[config.mk]
export PLATFORM = sky130hd
export DESIGN_NAME = nand_host_ctrl
export DESIGN_NICKNAME = d
export VERILOG_FILES = /design/src/nand_host_pkg.sv /design/src/byte_fifo.sv /design/src/nand_host_ctrl.sv
export VERILOG_INCLUDE_DIRS = /design/src /design/src/src
export SDC_FILE = /design/constraint.sdc
export NUM_CORES = 1
export LEC_CHECK = 0
export ABC_AREA = 1
export BUFFER_PORTS_ARGS = -buffer_cell sky130_fd_sc_hd__buf_4
export CORE_MARGIN = 3
export CORE_UTILIZATION = 56
export DETAILED_ROUTE_END_ITERATION = 16
export GPL_ROUTABILITY_DRIVEN = 0
export PLACE_DENSITY = 0.77
export SYNTH_ARGS = -nofsm -noshare
export SYNTH_HDL_FRONTEND = slang
export SYNTH_SLANG_ARGS = --single-unit
[constraint.sdc]
create_clock -name ref_clk -period 3.8 [get_ports ref_clk]
set_clock_uncertainty 0.15 [all_clocks]
set_input_delay 0.19 -clock ref_clk [delete_from_list [all_inputs] [get_ports ref_clk]]
set_output_delay 0.19 -clock ref_clk [all_outputs]
set_load 0.02 [all_outputs]
[src/nand_host_cfg.svh]
// Opcodes, address layout and strobe timing for the NAND host controller.
// Assumes a 200 MHz ref_clk and a die on the asynchronous 8-bit bus.
`ifndef NAND_HOST_CFG_SVH
`define NAND_HOST_CFG_SVH

`define CMD_READ_SETUP 8'h00
`define CMD_READ_CONFIRM 8'h30
`define CMD_CACHE_RANDOM_CONF 8'h31
`define CMD_CACHE_SEQ 8'h31
`define CMD_CACHE_LAST 8'h3F
`define CMD_READ_STATUS 8'h70
`define CMD_RESET 8'hFF

`define FULL_ADDR_CYCLES 3'h5
`define COL_TOP_POS 11
`define PLANE_BIT_POS 6

`define CLK_MHZ 200
`define STROBE_NS 15
`define STROBE_CYC ((`STROBE_NS * `CLK_MHZ + 999) / 1000)
`define BUSY_SETTLE_NS 100
`define BUSY_SETTLE_CYC ((`BUSY_SETTLE_NS * `CLK_MHZ + 999) / 1000)
`define TIMER_W 6

`define FIFO_DEPTH 8
`define FIFO_WIDTH 8

`endif

[src/nand_host_pkg.sv]
// Types shared by the NAND host controller and its user.
// Assumes nand_host_cfg.svh is on the include path.
`include "nand_host_cfg.svh"

package nand_host_pkg;

   typedef enum logic [2:0] {
      OP_RESET = 3'h0,
      OP_READ_PAGE = 3'h1,
      OP_CACHE_SEQ = 3'h2,
      OP_CACHE_RANDOM = 3'h3,
      OP_CACHE_LAST = 3'h4,
      OP_READ_STATUS = 3'h5
   } op_kind_e;

   typedef struct packed {
      op_kind_e kind;
      logic [11:0] column;
      logic [5:0] page;
      logic [10:0] block;
      logic [11:0] read_len;
   } req_s;

   typedef struct packed {
      logic [7:0] first;
      logic [2:0] naddr;
      logic has_conf;
      logic [7:0] conf;
      logic need_ready;
      logic wait_busy;
   } op_plan_s;

   typedef struct packed {
      logic ce_n;
      logic cle;
      logic ale;
      logic we_n;
      logic read_strobe_n;
      logic [7:0] io_out;
      logic io_oe;
   } nand_pins_s;

endpackage

[src/byte_fifo.sv]
// Flip-flop FIFO with valid/ready on both sides.
// Assumes one clock and a synchronous active-high reset.
`timescale 1ns/1ps

module byte_fifo #(
   parameter int WIDTH = 8,
   parameter int DEPTH = 8
) (
   input wire logic ref_clk,
   input wire logic rst,
   input wire logic in_valid,
   output logic in_ready,
   input wire logic [WIDTH-1:0] in_data,
   output logic out_valid,
   input wire logic out_ready,
   output logic [WIDTH-1:0] out_data
);
   localparam int AW = $clog2(DEPTH);

   typedef struct packed {
      logic [DEPTH-1:0][WIDTH-1:0] mem;
      logic [AW-1:0] wr;
      logic [AW-1:0] rd;
      logic [AW:0] cnt;
   } fifo_st_s;

   fifo_st_s st_reg;
   fifo_st_s st_next;
   logic push;
   logic pop;

   generate
      if (DEPTH < 2 || (1 << AW) != DEPTH || WIDTH < 1) begin : g_bad
         $error("byte_fifo: DEPTH must be a power of two >= 2");
      end
   endgenerate

   assign in_ready = st_reg.cnt != (AW + 1)'(DEPTH);
   assign out_valid = st_reg.cnt != '0;
   assign out_data = st_reg.mem[st_reg.rd];
   assign push = in_valid && in_ready;
   assign pop = out_valid && out_ready;

   always_comb begin
      st_next = st_reg;
      if (push) begin
         st_next.mem[st_reg.wr] = in_data;
         st_next.wr = st_reg.wr + 1'b1;
      end
      if (pop) begin
         st_next.rd = st_reg.rd + 1'b1;
      end
      if (push && !pop) begin
         st_next.cnt = st_reg.cnt + 1'b1;
      end else if (pop && !push) begin
         st_next.cnt = st_reg.cnt - 1'b1;
      end
   end

   always_ff @(posedge ref_clk) begin
      if (rst) begin
         st_reg <= '0;
      end else begin
         st_reg <= st_next;
      end
   end

   fifo_full_a: assert property (@(posedge ref_clk) disable iff (rst)
      !in_ready |-> st_reg.cnt == (AW + 1)'(DEPTH) && st_reg.wr == st_reg.rd)
      else $error("fifo full flag wrong");
endmodule // byte_fifo

[src/nand_host_ctrl.sv]
// Host controller driving an asynchronous 8-bit NAND die over its pins.
// Assumes the die on the far side of the pins; pins are asynchronous to ref_clk.
//
// Behaviour
// - Full address: two column bytes, page plus two low block bits, two block bytes.
// - Command, address and data share one bus; latch selects tell them apart.
// - Random cache read is 00h, five address bytes, 31h, never while busy.
// - Cache read ends with lone command 3Fh, no address bytes.
// - A command byte is taken at the write strobe rise with command latch high.
// - An address byte is taken at the write strobe rise with address latch high.
`timescale 1ns/1ps

module nand_host_ctrl
   import nand_host_pkg::*;
#(
   parameter int FIFO_DEPTH = `FIFO_DEPTH
) (
   input wire logic ref_clk,
   input wire logic rst,
   input wire logic req_valid,
   output logic req_ready,
   input wire req_s req,
   output logic done,
   output logic rd_valid,
   input wire logic rd_ready,
   output logic [7:0] rd_data,
   output nand_pins_s pins,
   input wire logic [7:0] io_in,
   input wire logic ready_busy_n
);
   typedef enum logic [2:0] {
      S_IDLE = 3'b000,
      S_WAIT_RDY = 3'b001,
      S_CMD = 3'b011,
      S_ADDR = 3'b010,
      S_CONF = 3'b110,
      S_WAIT_BUSY = 3'b111,
      S_READ = 3'b101,
      S_DONE = 3'b100
   } state_e;

   typedef struct packed {
      state_e state;
      logic ph;
      logic [`TIMER_W-1:0] cnt;
      logic [2:0] idx;
      logic [11:0] rd_left;
      req_s req;
      op_plan_s plan;
      nand_pins_s pins;
      logic rb_meta;
      logic rb_sync;
      logic [7:0] io_meta;
      logic [7:0] io_sync;
   } ctrl_st_s;

   localparam logic [`TIMER_W-1:0] STROBE_LOAD = `TIMER_W'(`STROBE_CYC - 1);
   localparam logic [`TIMER_W-1:0] SETTLE_LOAD = `TIMER_W'(`BUSY_SETTLE_CYC - 1);
   // Cycles from read strobe fall to the push of its byte
   localparam int READ_PUSH_DLY = `STROBE_CYC - 1;
   localparam nand_pins_s PINS_IDLE = '{ce_n: 1'b1, cle: 1'b0, ale: 1'b0, we_n: 1'b1,
      read_strobe_n: 1'b1, io_out: 8'h00, io_oe: 1'b0};
   localparam ctrl_st_s RESET_ST = '{state: S_IDLE, ph: 1'b0, cnt: '0, idx: 3'h0,
      rd_left: 12'h000, req: '0, plan: '0, pins: PINS_IDLE, rb_meta: 1'b0,
      rb_sync: 1'b0, io_meta: 8'h00, io_sync: 8'h00};

   generate
      if (`STROBE_CYC < 1 || `BUSY_SETTLE_CYC >= (1 << `TIMER_W) || FIFO_DEPTH < 2)
      begin : g_bad
         $error("nand_host_ctrl: timing or depth out of range");
      end
   endgenerate

   ctrl_st_s st_reg;
   ctrl_st_s st_next;
   logic push;
   logic fifo_in_ready;
   logic adv;
   state_e tgt;

   function automatic op_plan_s plan_of(op_kind_e k);
      op_plan_s p;
      p = '{first: `CMD_RESET, naddr: 3'h0, has_conf: 1'b0, conf: 8'h00,
         need_ready: 1'b0, wait_busy: 1'b1};
      case (k)
         OP_READ_PAGE: begin
            p = '{`CMD_READ_SETUP, `FULL_ADDR_CYCLES, 1'b1, `CMD_READ_CONFIRM, 1'b1, 1'b1};
         end
         OP_CACHE_RANDOM: begin
            p = '{`CMD_READ_SETUP, `FULL_ADDR_CYCLES, 1'b1, `CMD_CACHE_RANDOM_CONF,
               1'b1, 1'b1};
         end
         OP_CACHE_SEQ: begin
            p = '{`CMD_CACHE_SEQ, 3'h0, 1'b0, 8'h00, 1'b1, 1'b1};
         end
         OP_CACHE_LAST: begin
            p = '{`CMD_CACHE_LAST, 3'h0, 1'b0, 8'h00, 1'b1, 1'b1};
         end
         OP_READ_STATUS: begin
            p = '{`CMD_READ_STATUS, 3'h0, 1'b0, 8'h00, 1'b0, 1'b0};
         end
         default: begin
            p.first = `CMD_RESET;
         end
      endcase
      return p;
   endfunction

   function automatic logic [7:0] addr_byte(req_s r, logic [2:0] i);
      logic [11:0] c;
      logic [7:0] b;
      c = r.column;
      if (c[`COL_TOP_POS]) begin
         c[10:7] = 4'h0;
      end
      case (i)
         3'h0: b = c[7:0];
         3'h1: b = {4'h0, c[11:8]};
         3'h2: b = {r.block[1:0], r.page};
         3'h3: b = r.block[9:2];
         default: b = {7'h00, r.block[10]};
      endcase
      return b;
   endfunction

   assign req_ready = st_reg.state == S_IDLE;
   assign done = st_reg.state == S_DONE;
   assign pins = st_reg.pins;
   // Byte taken at end of read strobe low
   assign push = st_reg.state == S_READ && !st_reg.pins.read_strobe_n && st_reg.cnt == '0;

   always_comb begin
      st_next = st_reg;
      adv = 1'b0;
      tgt = st_reg.state;
      st_next.rb_meta = ready_busy_n;
      st_next.rb_sync = st_reg.rb_meta;
      st_next.io_meta = io_in;
      st_next.io_sync = st_reg.io_meta;
      case (st_reg.state)
         S_IDLE: begin
            if (req_valid) begin
               st_next.req = req;
               st_next.plan = plan_of(req.kind);
               st_next.rd_left = req.read_len;
               st_next.state = S_WAIT_RDY;
            end
         end
         S_WAIT_RDY: begin
            if (!st_reg.plan.need_ready || st_reg.rb_sync) begin
               adv = 1'b1;
               tgt = S_CMD;
            end
         end
         S_CMD, S_ADDR, S_CONF: begin
            if (st_reg.cnt != '0) begin
               st_next.cnt = st_reg.cnt - 1'b1;
            end else if (!st_reg.ph) begin
               st_next.pins.we_n = 1'b1;
               st_next.ph = 1'b1;
               st_next.cnt = STROBE_LOAD;
            end else begin
               adv = 1'b1;
               if (st_reg.state == S_CMD && st_reg.plan.naddr != 3'h0) begin
                  tgt = S_ADDR;
                  st_next.idx = 3'h0;
               end else if (st_reg.state == S_ADDR && st_reg.idx + 3'h1 < st_reg.plan.naddr)
               begin
                  tgt = S_ADDR;
                  st_next.idx = st_reg.idx + 3'h1;
               end else if (st_reg.state != S_CONF && st_reg.plan.has_conf) begin
                  tgt = S_CONF;
               end else if (st_reg.plan.wait_busy) begin
                  tgt = S_WAIT_BUSY;
               end else begin
                  tgt = S_READ;
               end
            end
         end
         S_WAIT_BUSY: begin
            if (st_reg.cnt != '0) begin
               st_next.cnt = st_reg.cnt - 1'b1;
            end else if (st_reg.rb_sync) begin
               st_next.state = S_READ;
            end
         end
         S_READ: begin
            if (st_reg.cnt != '0) begin
               st_next.cnt = st_reg.cnt - 1'b1;
            end else if (!st_reg.pins.read_strobe_n) begin
               st_next.pins.read_strobe_n = 1'b1;
               st_next.cnt = STROBE_LOAD;
               st_next.rd_left = st_reg.rd_left - 12'h001;
            end else if (st_reg.rd_left == 12'h000) begin
               st_next.state = S_DONE;
            end else if (fifo_in_ready) begin
               st_next.pins.read_strobe_n = 1'b0;
               st_next.cnt = STROBE_LOAD;
            end
         end
         default: begin
            st_next.state = S_IDLE;
         end
      endcase
      if (adv) begin
         st_next.state = tgt;
         st_next.ph = 1'b0;
         st_next.cnt = STROBE_LOAD;
         st_next.pins.cle = tgt == S_CMD || tgt == S_CONF;
         st_next.pins.ale = tgt == S_ADDR;
         st_next.pins.we_n = !(tgt == S_CMD || tgt == S_CONF || tgt == S_ADDR);
         st_next.pins.io_oe = !st_next.pins.we_n;
         if (tgt == S_CMD) begin
            st_next.pins.io_out = st_reg.plan.first;
         end else if (tgt == S_CONF) begin
            st_next.pins.io_out = st_reg.plan.conf;
         end else if (tgt == S_ADDR) begin
            st_next.pins.io_out = addr_byte(st_reg.req, st_next.idx);
         end else begin
            st_next.pins.io_out = 8'h00;
         end
         if (tgt == S_WAIT_BUSY) begin
            st_next.cnt = SETTLE_LOAD;
         end else if (tgt == S_READ) begin
            st_next.cnt = '0;
         end
      end
      st_next.pins.ce_n = st_next.state == S_IDLE;
   end

   always_ff @(posedge ref_clk) begin
      if (rst) begin
         st_reg <= RESET_ST;
      end else begin
         st_reg <= st_next;
      end
   end

   byte_fifo #(
      .WIDTH(`FIFO_WIDTH),
      .DEPTH(FIFO_DEPTH)
   ) u_fifo (
      .ref_clk(ref_clk),
      .rst(rst),
      .in_valid(push),
      .in_ready(fifo_in_ready),
      .in_data(st_reg.io_sync),
      .out_valid(rd_valid),
      .out_ready(rd_ready),
      .out_data(rd_data)
   );

   latch_exclusive_a: assert property (@(posedge ref_clk) disable iff (rst)
      !(pins.cle && pins.ale))
      else $error("command and address latch both high");

   cmd_latch_edge_a: assert property (@(posedge ref_clk) disable iff (rst)
      $rose(pins.we_n) |-> pins.io_oe && $stable(pins.io_out) && (pins.cle ^ pins.ale))
      else $error("write strobe rose without stable selected byte");

   addr_latch_type_a: assert property (@(posedge ref_clk) disable iff (rst)
      $rose(pins.we_n) && st_reg.state == S_ADDR |-> pins.ale && !pins.cle)
      else $error("address byte without address latch");

   spare_column_a: assert property (@(posedge ref_clk) disable iff (rst)
      pins.ale && st_reg.idx == 3'h1 && pins.io_out[3] |-> pins.io_out[2:0] == 3'h0)
      else $error("spare column with nonzero middle bits");

   addr_high_low_a: assert property (@(posedge ref_clk) disable iff (rst)
      pins.ale && (st_reg.idx == 3'h1 || st_reg.idx == 3'h4) |->
      pins.io_out[7:4] == 4'h0 && (st_reg.idx != 3'h4 || pins.io_out[3:1] == 3'h0))
      else $error("address byte unused bits not low");

   ready_before_cmd_a: assert property (@(posedge ref_clk) disable iff (rst)
      $past(st_reg.state) == S_WAIT_RDY && st_reg.state == S_CMD && st_reg.plan.need_ready
      |-> $past(st_reg.rb_sync))
      else $error("command issued while die busy");

   last_no_addr_a: assert property (@(posedge ref_clk) disable iff (rst)
      st_reg.state == S_CMD && st_reg.req.kind == OP_CACHE_LAST |->
      pins.io_out == `CMD_CACHE_LAST ##1 (st_reg.state != S_ADDR) [*8])
      else $error("cache last sent with address");

   addr_order_a: assert property (@(posedge ref_clk) disable iff (rst)
      $past(st_reg.state) == S_ADDR && st_reg.state == S_ADDR && $changed(st_reg.idx) |->
      st_reg.idx == 3'($past(st_reg.idx) + 3'h1) && st_reg.idx < st_reg.plan.naddr)
      else $error("address bytes out of order");

   read_push_a: assert property (@(posedge ref_clk) disable iff (rst)
      $fell(pins.read_strobe_n) |-> ##READ_PUSH_DLY push && fifo_in_ready)
      else $error("read byte not pushed on time");
endmodule // nand_host_ctrl

==> results of run 1 <==
-- worst max-delay path, cell delays in order, from the launching register on --
cell and delay, ns:
sky130_fd_sc_hd__dfxtp_1 0.43, sky130_fd_sc_hd__nand2_2 0.16, sky130_fd_sc_hd__nor2_4 0.26, sky130_fd_sc_hd__inv_2 0.15, sky130_fd_sc_hd__nor2_4 0.18, sky130_fd_sc_hd__nand3_4 0.11
sky130_fd_sc_hd__inv_2 0.11, sky130_fd_sc_hd__ha_1 0.20, sky130_fd_sc_hd__inv_1 0.10, sky130_fd_sc_hd__ha_1 0.33, sky130_fd_sc_hd__and3_1 0.19, sky130_fd_sc_hd__a211oi_1 0.26
sky130_fd_sc_hd__nor2_1 0.09, sky130_fd_sc_hd__nor2_1 0.12, sky130_fd_sc_hd__nand2_1 0.08, sky130_fd_sc_hd__o21ai_0 0.14, sky130_fd_sc_hd__a21oi_1 0.05
-- how the worst max path moves through the flow --
stage | slack, ns | to | depth (start not counted) | from
final | 0.59 | u_fifo.st_reg[3] | 16 | st_reg[120]
after global routing | 0.25 | u_fifo.st_reg[3] | 16 | st_reg[120]
after detailed placement | 0.76 | u_fifo.st_reg[3] | 16 | st_reg[120]
after global placement | 0.83 | u_fifo.st_reg[3] | 16 | st_reg[120]
after CTS | 0.60 | u_fifo.st_reg[3] | 16 | st_reg[120]
after floorplan | 1.11 | u_fifo.st_reg[3] | 16 | st_reg[113]
-- synth_stat cells, drive strengths merged --
cell,instances
o211ai,3
clkbuf,34
a21o,1
o21ai,174
inv,112
o211a,1
nor4,1
buf,27
xor2,6
nand2,101
ha,9
or2,3
a32o,1
nand3,37
o22ai,9
clkinv,2
a31oi,11
dfxtp,169
a21oi,120
a22oi,1
o2111ai,1
a221oi,2
nor2,197
and3,1
fa,1
nand4,11
xnor2,1
nor3,4
a211oi,8
o21a,1
-- area by class of cell --
type / count / area share [%]
clock buffer: 18 / 4.58
sequential: 169 / 36.1
timing repair buffer: 137 / 12.5
clock inverter: 14 / 1.72
tap: 176 / 2.35
multi-input combinational: 705 / 38.2
inverter: 114 / 4.60
-- routing by layer --
metal  track usage, %  vias up  routed length, um
li1                 -     3657                  -
met1             36.9     3327               8880
met2             41.6      251               9040
met3             6.18       27               1190
met4             7.34        0                259
met5                0        -                  0
-- per-stage QoR --
| step | utilization [%] | setup WS, ns | hold slack, ns | instances |
|---|---|---|---|---|
| floorplan | - | 1.11 | 0.147 | 1049 |
| global placement | 62.0 | 0.834 | 0.241 | 1251 |
| detailed placement | 62.0 | 0.763 | 0.244 | 1251 |
| CTS | 70.2 | 0.599 | 0.0219 | 1333 |
| global route | 70.2 | 0.249 | 0.0640 | 1333 |
| finish | 70.2 | 0.588 | 0.0242 | 1333 |
-- timing repair --
item,4_1_cts,5_1_grt
hold buffers,50,0
endpoints found under the hold margin,51,0
setup buffers,0,0
-- where the power goes --
| part | internal (uW) | leakage [uW] | total [uW] | switching [uW] |
|---|---|---|---|---|
| registers | 2050 | 0.00138 | 2230 | 180 |
| clock network | 984 | 0.000278 | 1730 | 750 |
| logic | 728 | 0.00242 | 2040 | 1310 |
-- cell families (layout without fill, tap and decap cells) --
kind of cell	Yosys count	in the layout	synth area share [%]
AOI/OAI and AO/OA	333	333	23.0
DFF	169	169	43.9
buffers and inverters	175	283	9.68
adders and majority gates	10	10	1.72
and+or+nand+nor	355	355	20.9
xor gates and xnor gates	7	7	0.796
==> summary.log, run 1 <==
INFO  sta            report.final.slew_viol_count=0
INFO  finish         mostFrequentLayoutCells=sky130_fd_sc_hd__nor2_1, sky130_fd_sc_hd__o21ai_0, sky130_fd_sc_hd__dfxtp_1
INFO  detailed_routing vias_per_cell=5.45
INFO  sta            report.final.setup_viol=0
INFO  sta            worst-slew-pin-transition=0.832ns
INFO  synth          netlist_area=7700um^2
INFO  sta            max-slew-margin-rel=44.5%
INFO  setup_path     r2r_end=u_fifo.st_reg[3]
INFO  power          static-leakage-power=0.00408uW
INFO  sta            final_hold_viol_count=0
INFO  global_routing grt_max_degree=73
INFO  placed_design  port_buffers=81
INFO  synth          ys_ff_latch=169
INFO  global_routing antenna_violations_before_repair=0
INFO  finish         nets=1211
INFO  finish         multi_input_comb_area=3570um^2
INFO  setup_path     timing.critical_path.to_type=flip-flop
INFO  clock_network  clockRootBuffer=sky130_fd_sc_hd__clkbuf_16
INFO  setup_path     crit_path_dat=3.38ns
INFO  synth          ys_warn_count=0
INFO  synth          synth_largest_type_area_fraction=43.9%
INFO  synth          yosys-top-cells-area=sky130_fd_sc_hd__dfxtp_1, sky130_fd_sc_hd__o21ai_0, sky130_fd_sc_hd__nor2_1
INFO  sta            totalNegativeSetupSlack=0ns
INFO  finish         regArea=3380um^2
INFO  die            die_area=15200um^2
INFO  sta            fmaxAchievable=311MHz
INFO  setup_path     criticalPathCategory=flip-flop to flip-flop
INFO  clock_network  post_cts.resized_instances=0
INFO  clock_network  numCtsBuffers=17
INFO  clock_network  tritoncts_clock_tree=done
INFO  sta            layout_min_cycle_time=3.21ns
INFO  min_path       hold_path_depth=3
INFO  detailed_routing drt_first_pass_iters=7
INFO  die            pin_count=82
INFO  die            fp.coreArea=13300um^2
INFO  synth          post_synth_num_cell_types=46
INFO  synth          synth.avg_cell_area=7.34um^2
INFO  power          cellPowerDensity=641nW/um^2
INFO  setup_path     crit_path_start_kind=flip-flop
INFO  min_path       holdPathEnd=u_fifo.st_reg[4]
INFO  finish         post_route_cell_area=9360um^2
INFO  finish         diodes=0
INFO  detailed_routing first_iter_violations=772
INFO  detailed_routing drcViolationCount=0
INFO  power          vdd.ir_drop.worst=0.422mV
INFO  placed_design  dpl.hpwl=11.8mm
INFO  finish         post_route_cells_drive_above_1_share=14.1%
INFO  clock_network  clock-sinks=169
INFO  setup_path     crit_required=3.97ns
INFO  setup_path     critPathMaxFanout=11
INFO  global_routing groute.usage.overall=26.5%
INFO  setup_path     worst_r2r_startpoint=st_reg[120]
INFO  detailed_routing num_vias=7262
INFO  synth          seq_area_frac_synth=43.9%
INFO  global_routing grt_pass1_wl=32.1mm
INFO  synth          post_synth_inst_count=1049
INFO  run            max-cap-violations=0
INFO  detailed_routing drt-total-wl=19.4mm
INFO  run_status     status=completed
INFO  finish         area_growth_syn_to_layout=21.6%
INFO  die            die_h=123um
INFO  die            floorplan.die.width=123um
INFO  die            floorplan.rows=42
INFO  finish         largest_register_ffs=74
INFO  min_path       worst_hold_path_type=primary input to flip-flop
INFO  min_path       worst_min_path_start=rd_ready
INFO  clock_network  clock_pin_slew_on_the_worst_setup_and_hold_paths=0.07ns
INFO  clock_network  clock_path_buffers=2
INFO  die            effective_utilization_at_floorplan=57.7%
INFO  clock_network  htreeDepth=4
INFO  global_routing global_route.overflow_total=0
INFO  sta            final.period_utilization=84.5%
INFO  detailed_routing wire_per_inst=14.5um
INFO  sta            rsz0062_at_grt=no
INFO  synth          synthDominantAreaCellType=sky130_fd_sc_hd__dfxtp_1
INFO  setup_path     reg2regPathDepth=16
INFO  global_routing grt_pass1_vias=6641
INFO  power          report.power.total=6000uW
INFO  synth          synth_nets=1116
INFO  placed_design  dpl-instance-area=8270um^2
INFO  finish         layout_commonest_cell=sky130_fd_sc_hd__nor2_1
INFO  setup_path     r2r_slack=0.59ns
INFO  finish         final.fill_count=1077
INFO  clock_network  worst_skew_pair.late_latency=0.43ns
INFO  detailed_routing count_of_antenna_violating_nets_left_after_detailed_routing=0
Power figures use the tool's default switching activity.
==> run 2, diff against run 1 <==
- ABC_AREA: 1 -> 0
- CORE_UTILIZATION: 56 -> 53
- PLACE_DENSITY: 0.77 -> 0.76
- clock period: 3.8 -> 2.9 ns (I/O delays scaled with it)
==> summary.log, run 2 <==
INFO  run_status     status=finished with violations [was completed]
INFO  run_status     violated_checks=negative setup slack
INFO  finish         post_layout_utilization_of_the_core=71.0% [was 70.2%]
INFO  clock_network  htreeDepth=4 [unchanged]
INFO  setup_path     reg2regPathDepth=10 [was 16]
INFO  min_path       worst_min_path_start=req[10] [was rd_ready]
INFO  setup_path     path_delay_family=simple AND/OR/NAND/NOR gates [unchanged]
INFO  die            floorplan.die.width=127um [was 123 um]
INFO  setup_path     crit_required=3.11ns [was 3.97 ns]
INFO  finish         diodes=0 [unchanged]
INFO  setup_path     timing.critical_path.buf_inv=0 [was 3]
INFO  global_routing global_route.overflow_total=0 [unchanged]
INFO  placed_design  post-place-ws=-0.139ns [was 0.763 ns]
INFO  power          power_switching=1830uW [was 2240 uW]
INFO  synth          ys_warn_count=0 [unchanged]
INFO  clock_network  worst_skew_pair.late_latency=0.42ns [was 0.43 ns]
INFO  finish         largest_register_ffs=74 [unchanged]
INFO  power          static-leakage-power=0.00378uW [was 0.00408 uW]
INFO  clock_network  clock_path_buffers=2 [unchanged]
INFO  detailed_routing drt_first_pass_iters=5 [was 7]
INFO  min_path       hold_path_depth=5 [was 3]
INFO  synth          post_synth_inst_count=933 [was 1049]
INFO  finish         layout.cells.non_filler=1267 [was 1333]
INFO  synth          synthDominantAreaCellType=sky130_fd_sc_hd__dfxtp_1 [unchanged]
INFO  synth          async_flop_share=0% [unchanged]
INFO  sta            worst-slew-pin-transition=0.627ns [was 0.832 ns]
INFO  setup_path     timing.critical_path.to_type=flip-flop [unchanged]
INFO  global_routing grt_pass1_wl=32.8mm [was 32.1 mm]
INFO  synth          yosys-top-cells-area=sky130_fd_sc_hd__dfxtp_1, sky130_fd_sc_hd__nand2_1, sky130_fd_sc_hd__a21oi_1 [was sky130_fd_sc_hd__dfxtp_1, sky130_fd_sc_hd__o21ai_0, sky130_fd_sc_hd__nor2_1]
INFO  setup_path     worst_path_max_delay_cell=sky130_fd_sc_hd__or4b_4 [was sky130_fd_sc_hd__dfxtp_1]
INFO  clock_network  tritoncts_clock_tree=done [unchanged]
INFO  power          share_clk_of_total_power=33.9% [was 28.9%]
INFO  sta            report.final.slew_viol_count=0 [unchanged]
INFO  synth          synth_adder_area_share=1.71% [was 1.72%]
INFO  clock_network  numCtsBuffers=17 [unchanged]
INFO  synth          synth_top_family_by_area=simple AND/OR/NAND/NOR gates [was compound AO/OA/AOI/OAI gates]
INFO  synth          post_synth_num_cell_types=72 [was 46]
INFO  detailed_routing num_vias=7238 [was 7262]
INFO  placed_design  dpl.hpwl=13.2mm [was 11.8 mm]
INFO  power          vdd.ir_drop.worst=0.451mV [was 0.422 mV]
INFO  power          combinational_power_share=23.6% [was 34.0%]
INFO  sta            final_hold_viol_count=0 [unchanged]
INFO  clock_network  clock-sinks=169 [unchanged]
INFO  finish         final.fill_count=1029 [was 1077]
INFO  power          power_report.internal_total=4280uW [was 3760 uW]
INFO  clock_network  clockRootBuffer=sky130_fd_sc_hd__clkbuf_16 [unchanged]
INFO  setup_path     r2r_end=pins[7] [was u_fifo.st_reg[3]]
INFO  synth          netlist_area=7760um^2 [was 7700 um^2]
INFO  detailed_routing drt-total-wl=20.7mm [was 19.4 mm]
INFO  sta            max-slew-margin-rel=58.1% [was 44.5%]
INFO  global_routing groute.usage.overall=25.0% [was 26.5%]
INFO  synth          yosys.area_share.xor_xnor=1.02% [was 0.796%]
INFO  placed_design  cell_count_post_placement=1173 [was 1251]
INFO  min_path       worst_hold_path_type=primary input to flip-flop [unchanged]
INFO  placed_design  port_buffers=81 [unchanged]
INFO  sta            report.final.setup_viol=6 [was 0]
INFO  die            die_area=16100um^2 [was 15200 um^2]
INFO  die            floorplan.rows=43 [was 42]
INFO  synth          synth.avg_cell_area=8.32um^2 [was 7.34 um^2]
INFO  setup_path     r2r_slack=-0.1ns [was 0.59 ns]
INFO  global_routing antenna_violations_before_repair=0 [unchanged]
INFO  detailed_routing first_iter_violations=594 [was 772]
INFO  power          report.power.total=6110uW [was 6000 uW]
INFO  detailed_routing drcViolationCount=0 [unchanged]
INFO  detailed_routing vias_per_cell=5.71 [was 5.45]
INFO  setup_path     critPathMaxFanout=5 [was 11]
INFO  die            pin_count=82 [unchanged]
INFO  power          switching_share=30.0% [was 37.4%]
INFO  sta            worst_hold_margin=0.0150ns [was 0.0242 ns]
INFO  finish         layout_commonest_cell=sky130_fd_sc_hd__nand2_1 [was sky130_fd_sc_hd__nor2_1]
INFO  setup_path     crit_path_start_kind=flip-flop [unchanged]
INFO  die            die_h=127um [was 123 um]
INFO  die            fp.coreArea=14100um^2 [was 13300 um^2]
INFO  sta            fmaxAchievable=334MHz [was 311 MHz]
INFO  detailed_routing wire_per_inst=16.3um [was 14.5 um]
INFO  finish         nets=1141 [was 1211]
INFO  detailed_routing count_of_antenna_violating_nets_left_after_detailed_routing=0 [unchanged]
INFO  sta            setup_ws=-0.0973ns [was 0.588 ns]
INFO  setup_path     cpPeakStageDelay=0.57ns [was 0.43 ns]
INFO  synth          synth_nets=1000 [was 1116]
INFO  synth          yosys_most_used_dff=sky130_fd_sc_hd__dfxtp_1 [unchanged]
INFO  sta            final.period_utilization=103% [was 84.5%]
INFO  power          cellPowerDensity=611nW/um^2 [was 641 nW/um^2]
INFO  clock_network  clock_pin_slew_on_the_worst_setup_and_hold_paths=0.06ns [was 0.07 ns]
INFO  global_routing grt_pass1_vias=6771 [was 6641]
INFO  synth          synthMuxAreaShare=7.31% [was 0%]
INFO  min_path       holdPathEnd=st_reg[108] [was u_fifo.st_reg[4]]
INFO  synth          ys_ff_latch=169 [unchanged]
INFO  finish         post_route_cells_drive_above_1_share=23.5% [was 14.1%]
INFO  setup_path     crit_path_dat=3.21ns [was 3.38 ns]
INFO  run            max-cap-violations=0 [unchanged]
INFO  sta            layout_min_cycle_time=3.00ns [was 3.21 ns]
INFO  sta            rsz0062_at_grt=yes [was no]
INFO  finish         area_growth_syn_to_layout=29.0% [was 21.6%]
INFO  global_routing grt_max_degree=94 [was 73]
INFO  synth          seq_area_frac_synth=43.6% [was 43.9%]
INFO  synth          complex_gate_fraction_of_the_synthesized_area=17.7% [was 23.0%]
INFO  setup_path     worst_r2r_startpoint=st_reg[110] [was st_reg[120]]
INFO  setup_path     critical_path.cell_chain=ha_4, xor2_1, ha_2, or4b_4, a21oi_4, a21o_1, a31oi_1, or3b_4, or3_4, o21ai_2 [was nand2_2, nor2_4, inv_2, nor2_4, nand3_4, inv_2, ha_1, inv_1, ha_1, and3_1, a211oi_1, nor2_1, nor2_1, nand2_1, o21ai_0, a21oi_1]
INFO  synth          synth_enable_flop_cells=0 [unchanged]
INFO  power          share_seq_of_total_power=42.5% [was 37.1%]
INFO  die            effective_utilization_at_floorplan=55.0% [was 57.7%]
INFO  synth          synth_largest_type_area_fraction=43.6% [was 43.9%]
INFO  synth          synth_simple_gate_area_share=23.3% [was 20.9%]
INFO  synth          synthMostInstantiatedCell=sky130_fd_sc_hd__nand2_1 [was sky130_fd_sc_hd__nor2_1]
INFO  finish         mostFrequentLayoutCells=sky130_fd_sc_hd__nand2_1, sky130_fd_sc_hd__dfxtp_1, sky130_fd_sc_hd__buf_4 [was sky130_fd_sc_hd__nor2_1, sky130_fd_sc_hd__o21ai_0, sky130_fd_sc_hd__dfxtp_1]
INFO  setup_path     criticalPathCategory=flip-flop to flip-flop [unchanged]
INFO  synth          synth_common_cells=sky130_fd_sc_hd__nand2_1, sky130_fd_sc_hd__dfxtp_1, sky130_fd_sc_hd__a21oi_1, sky130_fd_sc_hd__nor2_1, sky130_fd_sc_hd__clkbuf_1 [was sky130_fd_sc_hd__nor2_1, sky130_fd_sc_hd__o21ai_0, sky130_fd_sc_hd__dfxtp_1, sky130_fd_sc_hd__a21oi_1, sky130_fd_sc_hd__inv_1]
## run 2: worst max-delay path by stage
stage	start	to	slack [ns]	cells after the start
floorplan	st_reg[110]	pins[7]	-0.08	10
global placement	st_reg[111]	pins[8]	-0.03	10
detailed placement	st_reg[111]	pins[2]	-0.14	11
CTS	st_reg[110]	pins[2]	-0.06	11
global route	st_reg[110]	pins[3]	-0.17	11
finish	st_reg[110]	pins[7]	-0.1	10
## run 2: routing by layer
layer | global-route usage, % | wire (um)
met1 | 33.2 | 9100
met2 | 41.0 | 9880
met3 | 4.35 | 1200
met4 | 9.53 | 480
met5 | 0 | 0
## run 2: area by class of cell
class,instances,area [um^2],area share [%]
multi-input cells,673,4130,41.3
flip-flops and latches,169,3390,33.8
repair buffers,200,1680,16.8
clock buffers,20,447,4.46
well taps,180,225,2.25
clock inverters,12,92.6,0.925
inverters,13,48.8,0.487
## run 2: tightest hold or removal path: stages
cell	delay (ns)
sky130_fd_sc_hd__buf_4	0.11
sky130_fd_sc_hd__nand3_1	0.07
sky130_fd_sc_hd__a21oi_1	0.07
sky130_fd_sc_hd__a21oi_1	0.12
sky130_fd_sc_hd__nor2_1	0.04
## run 2: cell families (layout without fill, tap and decap cells)
group,after synthesis,after routing
multiplexers,34,34
AND/OR/NAND/NOR,391,391
adder cells (fa/ha/maj),10,10
flip-flops,169,169
buffers and inverters,91,245
AO/OA/AOI/OAI,229,229
XOR/XNOR,9,9
## run 2: stage by stage
step           setup TNS [ns]  cell area [um^2]
4_1_cts                -0.218              9860
6_report               -0.408             10000
3_5_place_dp           -0.623              8700
3_3_place_gp          -0.0789              8700
5_1_grt                 -1.07             10000
2_1_floorplan          -0.195              7780
## run 2: power groups by stage
stage | registers, uW | clock network (uW) | logic [uW]
CTS | 2590 | 2090 | 1350
floorplan | 2600 | 0 | 876
finish | 2600 | 2070 | 1440
detailed placement | 2640 | 0 | 1270
global placement | 2640 | 0 | 1240
global route | 2610 | 2180 | 1580
## run 2: timing repair
item | 4_1_cts | 5_1_grt
gates resized for setup | 12 | 28
hold buffers | 56 | 0
pin swaps | 6 | 14
endpoints found under the setup margin | 8 | 18
setup buffers | 2 | 4
endpoints found under the hold margin | 58 | 0
==> run 3, diff against run 2 <==
- CORE_UTILIZATION: 53 -> 56
- clock period: 2.9 -> 3.9 ns (I/O delays scaled with it)
==> summary.log, run 3 (synthesis gave the netlist of run 2 again) <==
INFO  run_status     status=completed [was finished with violations]
INFO  global_routing antenna_violations_before_repair=0 [unchanged]
INFO  finish         nets=1086 [was 1141]
INFO  sta            rsz0062_at_grt=no [was yes]
INFO  global_routing grt_max_degree=84 [was 94]
INFO  setup_path     worst_r2r_startpoint=st_reg[110] [unchanged]
INFO  finish         final.fill_count=1103 [was 1029]
INFO  power          static-leakage-power=0.00346uW [was 0.00378 uW]
INFO  clock_network  worst_skew_pair.late_latency=0.42ns [about the same]
INFO  global_routing groute.usage.overall=25.6% [was 25.0%]
INFO  setup_path     crit_required=4.04ns [was 3.11 ns]
INFO  die            effective_utilization_at_floorplan=57.9% [was 55.0%]
INFO  power          share_seq_of_total_power=44.3% [was 42.5%]
INFO  detailed_routing count_of_antenna_violating_nets_left_after_detailed_routing=0 [unchanged]
INFO  global_routing grt_pass1_vias=6284 [was 6771]
INFO  setup_path     critPathLaunch=st_reg[110] [unchanged]
INFO  setup_path     worst_path_max_delay_cell=sky130_fd_sc_hd__or4b_1 [was sky130_fd_sc_hd__or4b_4]
INFO  setup_path     r2r_slack=0.55ns [was -0.1 ns]
INFO  min_path       worst_min_path_start=req[3] [was req[10]]
INFO  global_routing global_route.overflow_total=0 [unchanged]
INFO  sta            final_hold_viol_count=0 [unchanged]
INFO  clock_network  htreeDepth=4 [unchanged]
INFO  clock_network  clock_pin_slew_on_the_worst_setup_and_hold_paths=0.06ns [about the same]
INFO  clock_network  post_cts.repair.setup_buffers=0 [was 2]
INFO  placed_design  dpl.hpwl=12.2mm [was 13.2 mm]
INFO  setup_path     cpPeakStageDelay=0.49ns [was 0.57 ns]
INFO  die            pin_count=82 [unchanged]
INFO  die            floorplan.rows=42 [was 43]
INFO  detailed_routing first_iter_violations=652 [was 594]
INFO  finish         diodes=0 [unchanged]
INFO  sta            worst_hold_margin=0.0106ns [was 0.0150 ns]
INFO  power          share_clk_of_total_power=36.1% [was 33.9%]
INFO  finish         largest_register_ffs=74 [unchanged]
INFO  clock_network  clockRootBuffer=sky130_fd_sc_hd__clkbuf_16 [unchanged]
INFO  setup_path     reg2regPathDepth=10 [unchanged]
INFO  finish         post_route_cells_drive_above_1_share=17.0% [was 23.5%]
INFO  die            die_area=15300um^2 [was 16100 um^2]
INFO  sta            fmaxAchievable=299MHz [was 334 MHz]
INFO  finish         post_layout_utilization_of_the_core=70.1% [was 71.0%]
INFO  sta            report.final.slew_viol_count=0 [unchanged]
INFO  sta            layout_min_cycle_time=3.35ns [was 3.00 ns]
INFO  finish         regArea=3380um^2 [was 3390 um^2]
INFO  power          combinational_power_share=19.6% [was 23.6%]
INFO  power          power_switching=1280uW [was 1830 uW]
INFO  detailed_routing vias_per_cell=5.61 [was 5.71]
INFO  power          cellPowerDensity=470nW/um^2 [was 611 nW/um^2]
INFO  setup_path     critical_path.cell_chain=ha_1, xor2_1, ha_1, or4b_1, a32oi_1, o21ai_1, and2_1, a31oi_1, and2_1, a211oi_1 [was ha_4, xor2_1, ha_2, or4b_4, a21oi_4, a21o_1, a31oi_1, or3b_4, or3_4, o21ai_2]
INFO  clock_network  clock_path_buffers=2 [unchanged]
INFO  sta            totalNegativeSetupSlack=0ns [was -0.408 ns]
INFO  min_path       hold_path_depth=5 [unchanged]
INFO  setup_path     crit_path_dat=3.48ns [was 3.21 ns]
INFO  sta            worst-slew-pin-transition=0.879ns [was 0.627 ns]
INFO  finish         layout_commonest_cell=sky130_fd_sc_hd__nand2_1 [unchanged]
INFO  finish         multi_input_comb_area=3960um^2 [was 4130 um^2]
INFO  clock_network  tritoncts_clock_tree=done [unchanged]
INFO  detailed_routing drcViolationCount=0 [unchanged]
INFO  setup_path     criticalPathCategory=flip-flop to flip-flop [unchanged]
INFO  power          power_report.internal_total=3140uW [was 4280 uW]
INFO  finish         area_growth_syn_to_layout=21.0% [was 29.0%]
INFO  placed_design  port_buffers=81 [unchanged]
INFO  min_path       worst_hold_path_type=primary input to flip-flop [unchanged]
INFO  sta            report.final.setup_viol=0 [was 6]
INFO  detailed_routing wire_per_inst=15.6um [was 16.3 um]
INFO  sta            max-slew-margin-rel=41.4% [was 58.1%]
INFO  detailed_routing num_vias=6772 [was 7238]
INFO  clock_network  numCtsBuffers=17 [unchanged]
INFO  setup_path     critPathMaxFanout=7 [was 5]
INFO  run            max-cap-violations=0 [unchanged]
INFO  die            die_h=124um [was 127 um]
INFO  die            floorplan.die.width=124um [was 127 um]
INFO  finish         mostFrequentLayoutCells=sky130_fd_sc_hd__nand2_1, sky130_fd_sc_hd__dfxtp_1, sky130_fd_sc_hd__a21oi_1 [was sky130_fd_sc_hd__nand2_1, sky130_fd_sc_hd__dfxtp_1, sky130_fd_sc_hd__buf_4]
INFO  power          vdd.ir_drop.worst=0.292mV [was 0.451 mV]
INFO  power          report.power.total=4410uW [was 6110 uW]
INFO  global_routing grt_pass1_wl=30.9mm [was 32.8 mm]
INFO  die            fp.coreArea=13400um^2 [was 14100 um^2]
INFO  power          switching_share=28.9% [was 30.0%]
INFO  setup_path     timing.critical_path.to_type=flip-flop [unchanged]
INFO  sta            final.period_utilization=85.8% [was 103%]
INFO  setup_path     crit_path_start_kind=flip-flop [unchanged]
INFO  detailed_routing drt_first_pass_iters=7 [was 5]
INFO  detailed_routing drt-total-wl=18.9mm [was 20.7 mm]
INFO  clock_network  clock-sinks=169 [unchanged]
run 3: changes by cell type in the layout (fill, tap and decap cells not counted), sizes merged:
cell and change:
buf -51, dlygate4sd3 -4, inv -3, bufinv +1, clkbuf +1, clkinv +1
run 3: power groups by stage:
stage	combinational (uW)	sequential (uW)	clock (uW)
2_1_floorplan	650	1930	0
3_3_place_gp	806	1990	0
3_5_place_dp	819	1990	0
4_1_cts	862	1950	1610
5_1_grt	973	1970	1690
6_report	866	1950	1590
run 3: final timing paths:
check	to
max	pins[4]
min	st_reg[101]
max reg2reg	pins[4]
min reg2reg	st_reg[3]
run 3: cell type report:
type | instances | area share, %
clock inverter | 11 | 1.04
clock buffer | 21 | 4.90
sequential | 169 | 36.0
tap | 176 | 2.35
inverter | 13 | 0.520
multi-input combinational | 673 | 42.2
timing repair buffer | 145 | 13.0
run 3: timing repair:
item	4_1_cts	5_1_grt
hold buffers	52	0
hold endpoints to repair	53	0
resized for setup	0	0
run 3: metrics by stage:
step / setup WS (ns) / area (um^2) / cells
5_1_grt: 0.315 / 9390 / 1208
2_1_floorplan: 0.867 / 7760 / 933
3_3_place_gp: 0.696 / 8310 / 1124
6_report: 0.553 / 9390 / 1208
3_5_place_dp: 0.606 / 8310 / 1124
4_1_cts: 0.599 / 9390 / 1208
run 3: per-layer routing:
layer  global-route usage, %  wire length [um]  vias up  share of wire [%]
met1                    35.2              8530     3169                 45
met3                    5.13              1000       17                5.3
met4                    6.71               186        0               0.99
met5                       0                 0        -                  0
li1                        -                 -     3387                  -
met2                    41.3              9150      199                 48
run 3: worst max-delay path: cells and delay by family (launching register included):
family,cells,cell delay [ns]
compound gates,4,0.93
xor+xnor,1,0.16
fa+ha+maj,2,0.55
flops,1,0.45
simple gates,3,0.97
